`config.mk`:
```
export PLATFORM = sky130hd
export DESIGN_NAME = rtcs_supervisor
export DESIGN_NICKNAME = d
export VERILOG_FILES = /design/src/shared/rtcs_pkg.sv /design/src/shared/rtcs_sync_if.sv /design/src/core/rtcs_supervisor.sv /design/src/core/rtcs_sync.sv
export VERILOG_INCLUDE_DIRS = /design/src /design/src/shared
export SDC_FILE = /design/constraint.sdc
export NUM_CORES = 1
export LEC_CHECK = 0
export BUFFER_PORTS_ARGS = -buffer_cell sky130_fd_sc_hd__buf_4
export CORE_MARGIN = 5
export CORE_UTILIZATION = 23
export DETAILED_ROUTE_END_ITERATION = 8
export HOLD_SLACK_MARGIN = 0.12
export PLACE_DENSITY_LB_ADDON = 0.25
export SYNTH_ARGS = -nofsm -noshare
export SYNTH_HDL_FRONTEND = slang
export SYNTH_HIERARCHICAL = 1
export SYNTH_SLANG_ARGS = --single-unit
```
`constraint.sdc`:
```
create_clock -name clk_sys_in -period 2.5 [get_ports clk_sys_in]
set_input_delay 0.5 -clock clk_sys_in [delete_from_list [all_inputs] [get_ports clk_sys_in]]
set_output_delay 0.5 -clock clk_sys_in [all_outputs]
set_load 0.01 [all_outputs]
```
`src/shared/rtcs_regs.svh`:
```
`ifndef RTCS_REGS_SVH
`define RTCS_REGS_SVH
// Core clock period in ns (10 MHz)
`define RTCS_CLK_PERIOD_NS 100
// Bus timeout window in ms
`define RTCS_TIMEOUT_MIN_MS 25
`define RTCS_TIMEOUT_MAX_MS 35
// Oscillator stop detect delay in ms
`define RTCS_OSF_TYP_MS 25
`define RTCS_OSF_MAX_MS 100
// Crystal rate in Hz
`define RTCS_XTAL_HZ 32768
// Timeout threshold: 30 ms in crystal ticks, between min and max
`define RTCS_TIMEOUT_MID_MS 30
`define RTCS_TIMEOUT_TICKS ((`RTCS_TIMEOUT_MID_MS * `RTCS_XTAL_HZ) / 1000)
// Oscillator stop: core cycles without a crystal edge, 25 ms
`define RTCS_OSF_CYCLES ((`RTCS_OSF_TYP_MS * 1000000) / `RTCS_CLK_PERIOD_NS)
`endif

```
`src/shared/rtcs_pkg.sv`:
```
package rtcs_pkg;
  typedef logic [15:0] rtcs_tick_t;
  typedef logic [23:0] rtcs_cyc_t;
endpackage : rtcs_pkg

```
`src/shared/rtcs_sync_if.sv`:
```
`timescale 1ns/1ns
`default_nettype none
// Synchronised pin levels handed from the synchroniser to the core
interface rtcs_sync_if;
  logic scl;
  logic xtal;
  logic refclk;
  modport src (output scl, output xtal, output refclk);
  modport dst (input scl, input xtal, input refclk);
endinterface : rtcs_sync_if
`default_nettype wire

```
`src/core/rtcs_supervisor.sv`:
```
`timescale 1ns/1ns
`default_nettype none
`include "rtcs_regs.svh"
// Summary of operation
// - An SCL low phase longer than 30 ms counts as a stuck bus.
// - After 35 ms of SCL low the serial interface sits in reset.
// - On timeout, stop driving SDA so the pullup lifts it.
// - Timeout detection works only while the crystal oscillator runs.
// - Set oscillator stop flag after the oscillator stops for 25 ms.
// - Pin A: open-drain active-low alarm output or reference clock input.
// - Pin B: push-pull square wave or active-low alarm output.
// - SDA is driven only low; highs come from the pullup.
// - Time base comes from the 32.768 kHz crystal.
// - Pin A feeds counters only when external clock enable is set.
module rtcs_supervisor
  import rtcs_pkg::*;
#(
  parameter int OSF_CYCLES = `RTCS_OSF_CYCLES,
  parameter int TIMEOUT_TICKS = `RTCS_TIMEOUT_TICKS
) (
  input wire logic clk_sys_in,
  input wire logic reset_n_in,
  input wire logic scl_in,
  input wire logic sda_low_req_in,
  input wire logic xtal_in,
  input wire logic refclk_in_or_irq_a_pin_in,
  input wire logic external_clock_enable_in,
  input wire logic irq_a_n_in,
  input wire logic irq_b_n_in,
  input wire logic square_wave_in,
  input wire logic irq_b_select_in,
  input wire logic osf_clear_in,
  output logic sda_out,
  output logic sda_oe_out,
  output logic refclk_in_or_irq_a_pin_out,
  output logic refclk_in_or_irq_a_pin_oe_out,
  output logic square_wave_or_irq_b_pin_out,
  output logic square_wave_or_irq_b_pin_oe_out,
  output logic bus_reset_out,
  output logic oscillator_stop_flag_out,
  output logic time_tick_out
);
  // Counters are sized by the package types; refuse what does not fit
  if (TIMEOUT_TICKS < 1 || TIMEOUT_TICKS > 65535) begin : g_bad_timeout
    $error("TIMEOUT_TICKS out of range");
  end
  if (OSF_CYCLES < 2 || OSF_CYCLES > 16777215) begin : g_bad_osf
    $error("OSF_CYCLES out of range");
  end

  // Pins cross into the core clock through two flops
  rtcs_sync_if sync ();

  rtcs_sync u_sync (
    .clk_sys_in(clk_sys_in),
    .reset_n_in(reset_n_in),
    .scl_in(scl_in),
    .xtal_in(xtal_in),
    .refclk_in(refclk_in_or_irq_a_pin_in),
    .sync(sync.src)
  );

  // One-hot bus supervision states
  typedef enum logic [2:0] {
    RTCS_BUS_IDLE = 3'h1,
    RTCS_BUS_LOW = 3'h2,
    RTCS_BUS_RESET = 3'h4
  } rtcs_bus_e;

  // Rising-edge detect shared by crystal and reference clock
  function automatic logic rise(input logic now, input logic prev);
    rise = now & ~prev;
  endfunction : rise

  // Supervision state and edge-detect history
  rtcs_bus_e state_q, state_d;
  rtcs_tick_t low_cnt_q, low_cnt_d;
  rtcs_cyc_t stop_cnt_q, stop_cnt_d;
  logic xtal_prev_q, xtal_prev_d;
  logic ref_prev_q, ref_prev_d;
  logic osc_run_q, osc_run_d;
  logic osf_q, osf_d;
  logic xtal_tick;
  logic ref_tick;

  // Edge strobes; history resets high so reset gives no false rise
  assign xtal_tick = rise(sync.xtal, xtal_prev_q);
  assign ref_tick = rise(sync.refclk, ref_prev_q);

  // Oscillator stop detection: watchdog on crystal edges
  always_comb begin
    xtal_prev_d = sync.xtal;
    ref_prev_d = sync.refclk;
    stop_cnt_d = stop_cnt_q;
    osc_run_d = osc_run_q;
    osf_d = osf_q;
    if (xtal_tick) begin
      stop_cnt_d = '0;
      osc_run_d = 1'b1;
    end else if (stop_cnt_q < rtcs_cyc_t'(OSF_CYCLES - 1)) begin
      stop_cnt_d = stop_cnt_q + 24'h000001;
    end else begin
      osc_run_d = 1'b0;
    end
    // Set beats a simultaneous clear so a stop is never missed
    if (osf_clear_in) osf_d = 1'b0;
    if (!osc_run_d && osc_run_q) osf_d = 1'b1;
  end

  // Register stage for the oscillator watchdog
  always_ff @(posedge clk_sys_in or negedge reset_n_in) begin
    if (!reset_n_in) begin
      xtal_prev_q <= 1'b1;
      ref_prev_q <= 1'b1;
      stop_cnt_q <= '0;
      osc_run_q <= 1'b0;
      osf_q <= 1'b1; // Flag set at power-up: time not yet trusted
    end else begin
      xtal_prev_q <= xtal_prev_d;
      ref_prev_q <= ref_prev_d;
      stop_cnt_q <= stop_cnt_d;
      osc_run_q <= osc_run_d;
      osf_q <= osf_d;
    end
  end

  // Bus timeout machine counting crystal ticks while SCL is low
  always_comb begin
    state_d = state_q;
    low_cnt_d = low_cnt_q;
    case (state_q)
      RTCS_BUS_IDLE: begin
        // Counter held clear so each low phase is timed alone
        low_cnt_d = '0;
        if (!sync.scl) state_d = RTCS_BUS_LOW;
      end
      RTCS_BUS_LOW: begin
        // SCL high ends the low phase
        if (sync.scl) begin
          low_cnt_d = '0;
          state_d = RTCS_BUS_IDLE;
        end else if (osc_run_q && xtal_tick) begin
          // Threshold at 30 ms: above the 25 ms floor, below the 35 ms ceiling
          if (low_cnt_q >= rtcs_tick_t'(TIMEOUT_TICKS - 1)) begin
            state_d = RTCS_BUS_RESET;
          end else begin
            low_cnt_d = low_cnt_q + 16'h0001;
          end
        end
      end
      RTCS_BUS_RESET: begin
        // Stays in reset until SCL returns high, then back to idle to time the next SCL low
        if (sync.scl) state_d = RTCS_BUS_IDLE;
      end
      default: state_d = RTCS_BUS_IDLE;
    endcase
  end

  // Register stage for the bus machine
  always_ff @(posedge clk_sys_in or negedge reset_n_in) begin
    if (!reset_n_in) begin
      state_q <= RTCS_BUS_IDLE;
      low_cnt_q <= '0;
    end else begin
      state_q <= state_d;
      low_cnt_q <= low_cnt_d;
    end
  end

  // Pin drivers, all registered
  logic sda_oe_d;
  logic a_oe_d;
  logic b_d;
  logic reset_d;
  logic tick_d;
  always_comb begin
    sda_oe_d = sda_low_req_in && (state_d != RTCS_BUS_RESET);
    a_oe_d = !external_clock_enable_in && !irq_a_n_in;
    b_d = irq_b_select_in ? irq_b_n_in : square_wave_in;
    reset_d = (state_d == RTCS_BUS_RESET);
    // Reference edges only when enabled, otherwise crystal drives counters
    // Limitation: no fallback to the crystal if the reference is lost
    tick_d = external_clock_enable_in ? ref_tick : xtal_tick;
  end

  // Registered pin levels; reset keeps every driver off
  always_ff @(posedge clk_sys_in or negedge reset_n_in) begin
    if (!reset_n_in) begin
      sda_oe_out <= 1'b0;
      refclk_in_or_irq_a_pin_oe_out <= 1'b0;
      square_wave_or_irq_b_pin_out <= 1'b1;
      bus_reset_out <= 1'b0;
      time_tick_out <= 1'b0;
    end else begin
      sda_oe_out <= sda_oe_d;
      refclk_in_or_irq_a_pin_oe_out <= a_oe_d;
      square_wave_or_irq_b_pin_out <= b_d;
      bus_reset_out <= reset_d;
      time_tick_out <= tick_d;
    end
  end

  // Open-drain data always low; push-pull pin B enabled out of reset
  always_ff @(posedge clk_sys_in or negedge reset_n_in) begin
    if (!reset_n_in) begin
      sda_out <= 1'b0;
      refclk_in_or_irq_a_pin_out <= 1'b0;
      square_wave_or_irq_b_pin_oe_out <= 1'b0;
    end else begin
      sda_out <= 1'b0;
      refclk_in_or_irq_a_pin_out <= 1'b0;
      square_wave_or_irq_b_pin_oe_out <= 1'b1;
    end
  end

  // Stop flag is sticky until cleared
  assign oscillator_stop_flag_out = osf_q;
endmodule : rtcs_supervisor
`default_nettype wire

```
`src/core/rtcs_sync.sv`:
```
`timescale 1ns/1ns
`default_nettype none
module rtcs_sync (
  input wire logic clk_sys_in,
  input wire logic reset_n_in,
  input wire logic scl_in,
  input wire logic xtal_in,
  input wire logic refclk_in,
  rtcs_sync_if.src sync
);
  logic [2:0] meta_q;
  logic [2:0] meta_d;
  logic [2:0] stab_q;
  logic [2:0] stab_d;

  // Two-stage synchroniser; first stage feeds only the second
  always_comb begin
    meta_d = {refclk_in, xtal_in, scl_in};
    stab_d = meta_q;
  end

  always_ff @(posedge clk_sys_in or negedge reset_n_in) begin
    if (!reset_n_in) begin
      meta_q <= 3'h7;
      stab_q <= 3'h7;
    end else begin
      meta_q <= meta_d;
      stab_q <= stab_d;
    end
  end

  assign sync.scl = stab_q[0];
  assign sync.xtal = stab_q[1];
  assign sync.refclk = stab_q[2];
endmodule : rtcs_sync
`default_nettype wire

```
==> results.toml <==
[status]
outcome = "complete, no violations"

[timing]
hold_violations = 0
hold_slack_ns = 0.235
post-route-period-util = 0.845
fin_crit_ns = 2.11
setup_viol = 0
rsz0062_at_grt = "false"
skew_ns = 0.00547
worst_pin_slew_ns = 0.724
final.setup.tns_ns = 0
drv_slew = 0
slew_headroom = 0.517
max_freq_mhz = 473
setup_ws_ns = 0.387

[synth]
yosysWarnings = 6
synthCells = 266
ys_seq_elements = 59
synth_area_sq_um = 2780
synth_cell_type_count = 46
avgSynthCellArea_sq_um = 10.4
synth_edf_count = 0
ys_seq_area_frac = 0.536
synth_ff_type = "dfrtp_1"
synthArstFlopShare = 1.00

[cells_and_area]
fin_area_sq_um = 3340
fin_util = 0.280
ff_latch_area_sq_um = 1490
antenna_cells = 0
fillCellCount = 1279
drive_above_1_share = 0.205
num-nets-final = 303
syn2layout_area_growth_pct = 20.2
multi_input_area_sq_um = 1210

[run]
cap_violations = 0

[clock_tree]
root_buffer = "clkbuf_16"
numCtsBuffers = 9
cts_sinks = 59
cts.reportedPaths.clkPinSlew_ns = 0.05
htree_levels = 3
clock_latency_ns = 0.33
cts.repair.resized = 0
post_cts_buffers = 0
cts_hold_buf = 0
clock_path_buffers = 2
cts_tree = "yes"

[worst_hold_path]
hold_class = "input pin to async pin"

[die]
dieArea_sq_um = 14400
row_count = 40
die_h_microns = 120
start_util = 0.233
core_area_sq_um = 11900
fp.dieW_microns = 120
io_pins = 21

[routing]
wl_per_cell_microns = 12.8
drc = 0
drtIter0Drc = 90
drt_pass1_iterations = 4
detail-route-antenna-nets = 0
vias = 2046
vias_per_cell = 4.65
drt_wl_total_mm = 5.64

[global_routing]
antenna_found_initial = 0
grt_max_degree = 60
gr-usage-all-layers = 0.0908
grt_pass1_wl_mm = 10.3
grt_pass1_vias = 2173
grt-ovfl-total = 0

[worst_setup_path]
crit_path_start_kind = "register"
worst-setup-path-type = "register to register"
critical-path-slowest-cell = "dfstp_2"
required_ns = 2.69
path_delay_family = "simple AND/OR/NAND/NOR gates"
slowest_delay_ns = 0.60
startpoint = "state_q[0]"
critPathBufInv = 0
r2r_start = "state_q[0]"
cp-end-kind = "register"
critical_path_arrival_ns = 2.30
path_cells = "xor2_1 -> nand4_1 -> or2_2 -> o211ai_1 -> o31ai_1"
critPathMaxFanout = 12

[placed_design]
port_buffers = 18
place_area_sq_um = 3070
dp_hpwl_mm = 3.85
gp_congestion = 0.781
pre_cts_slack_ns = 0.414

[power_and_ir_drop]
power_leakage_nw = 1.42
powerDensity_nw_per_um2 = 709
peakVddDrop_uv = 441
==> flip-flops by register name (all words and copies together) (netlist names) <==
name and count:
stop_cnt_q 24, low_cnt_q 16, state_q 3, u_sync/meta_q 3
u_sync/stab_q 3, bus_reset_out 1, osc_run_q 1, oscillator_stop_flag_out 1
ref_prev_q 1, refclk_in_or_irq_a_pin_oe_out 1, sda_oe_out 1, square_wave_or_irq_b_pin_oe_out 1
square_wave_or_irq_b_pin_out 1, time_tick_out 1, xtal_prev_q 1
==> metal layers <==
metal  vias up  wire length (microns)  global-route usage
li1       1014                      -                   -
met1      1003                   2770               0.117
met2        18                   2590               0.134
met3        11                    122              0.0207
met4         0                    154              0.0637
met5         -                      0                   0
==> power breakdown <==
part,leakage (nW),internal [mW],switching [mW]
sequential,0.768,1.01,0.0498
clock,0.133,0.691,0.394
combinational,0.516,0.0815,0.139
==> synth_stat cells (2+ instances only) <==
library cell,count,share of area
or3_1,3,0.0068
a211oi_1,3,0.0081
a31oi_1,5,0.011
buf_4,2,0.0054
clkbuf_1,6,0.0081
nand2b_1,4,0.0090
conb_1,2,0.0027
nor3_1,3,0.0054
nor2_1,21,0.028
nand3_1,12,0.022
xnor2_1,6,0.019
nand2_1,24,0.032
o41ai_1,2,0.0063
dfstp_2,11,0.10
and2_1,12,0.027
a41o_1,2,0.0072
nand3b_1,4,0.011
ha_1,3,0.014
a21oi_1,12,0.022
or4_1,5,0.014
dfrtp_1,48,0.43
o21ai_0,6,0.011
and3_1,2,0.0045
o31ai_1,7,0.019
nor2b_1,4,0.0090
buf_2,4,0.0072
a21o_1,3,0.0081
xor2_1,3,0.0095
o22ai_1,2,0.0045
a31o_2,4,0.013
a211oi_2,3,0.014
o211ai_1,6,0.016
inv_1,7,0.0095
nand4_1,7,0.016
and4_1,2,0.0063
nor4_1,5,0.011
nor4_4,2,0.015
==> final cells by class <==
type | count | share of cell area
repair buffers | 22 | 0.0495
inverters | 7 | 0.00787
flip-flops and latches | 59 | 0.446
clock buffers | 13 | 0.0749
multi-input cells | 189 | 0.362
well taps | 147 | 0.0551
clock inverters | 3 | 0.00450
==> metrics by stage <==
stage / std cells / total power [mW]
after detailed placement: 424 / 1.30
after global placement: 424 / 1.29
after CTS: 440 / 2.41
after global routing: 440 / 2.51
after floorplan: 267 / 1.22
final: 440 / 2.37
==> cell families after synthesis <==
kind of cell,Yosys count,share of synthesized area
compound gates,58,0.149
xor+xnor,9,0.0284
fa+ha+maj,3,0.0135
buf+inv,19,0.0302
flops,59,0.536
mux,2,0.00765
other cells,2,0.00270
simple gates,114,0.233
==> worst paths after layout <==
| kind | endpoint | slack, ns | cells after the start |
|---|---|---|---|
| min in group clk_sys_in | u_sync/meta_q[0] | 0.28 | 1 |
| hold / removal | square_wave_or_irq_b_pin_oe_out | 0.24 | 1 |
| max in group asynchronous | stop_cnt_q[16] | 1.78 | 1 |
| setup reg to reg | low_cnt_q[6] | 0.39 | 5 |
| setup / recovery | low_cnt_q[6] | 0.39 | 5 |
| hold reg to reg | u_sync/stab_q[0] | 0.35 | 0 |
==> layout by cell type, fill, tap and decap left out, types with 4 or more instances in the layout <==
cell type and instances:
a21oi_1 12, nor4_1 5, nand2_1 24, nor2b_1 4, clkbuf_16 9, nand3_1 12, or4_1 5, nand4_1 7
buf_4 22, o31ai_1 7, xnor2_1 6, nand2b_1 4, o21ai_0 6, and2_1 12, nor2_1 21, inv_1 7
nand3b_1 4, a31o_2 4, dfstp_2 11, a31oi_1 5, o211ai_1 6, dfrtp_1 48
Power figures use the tool's default switching activity.
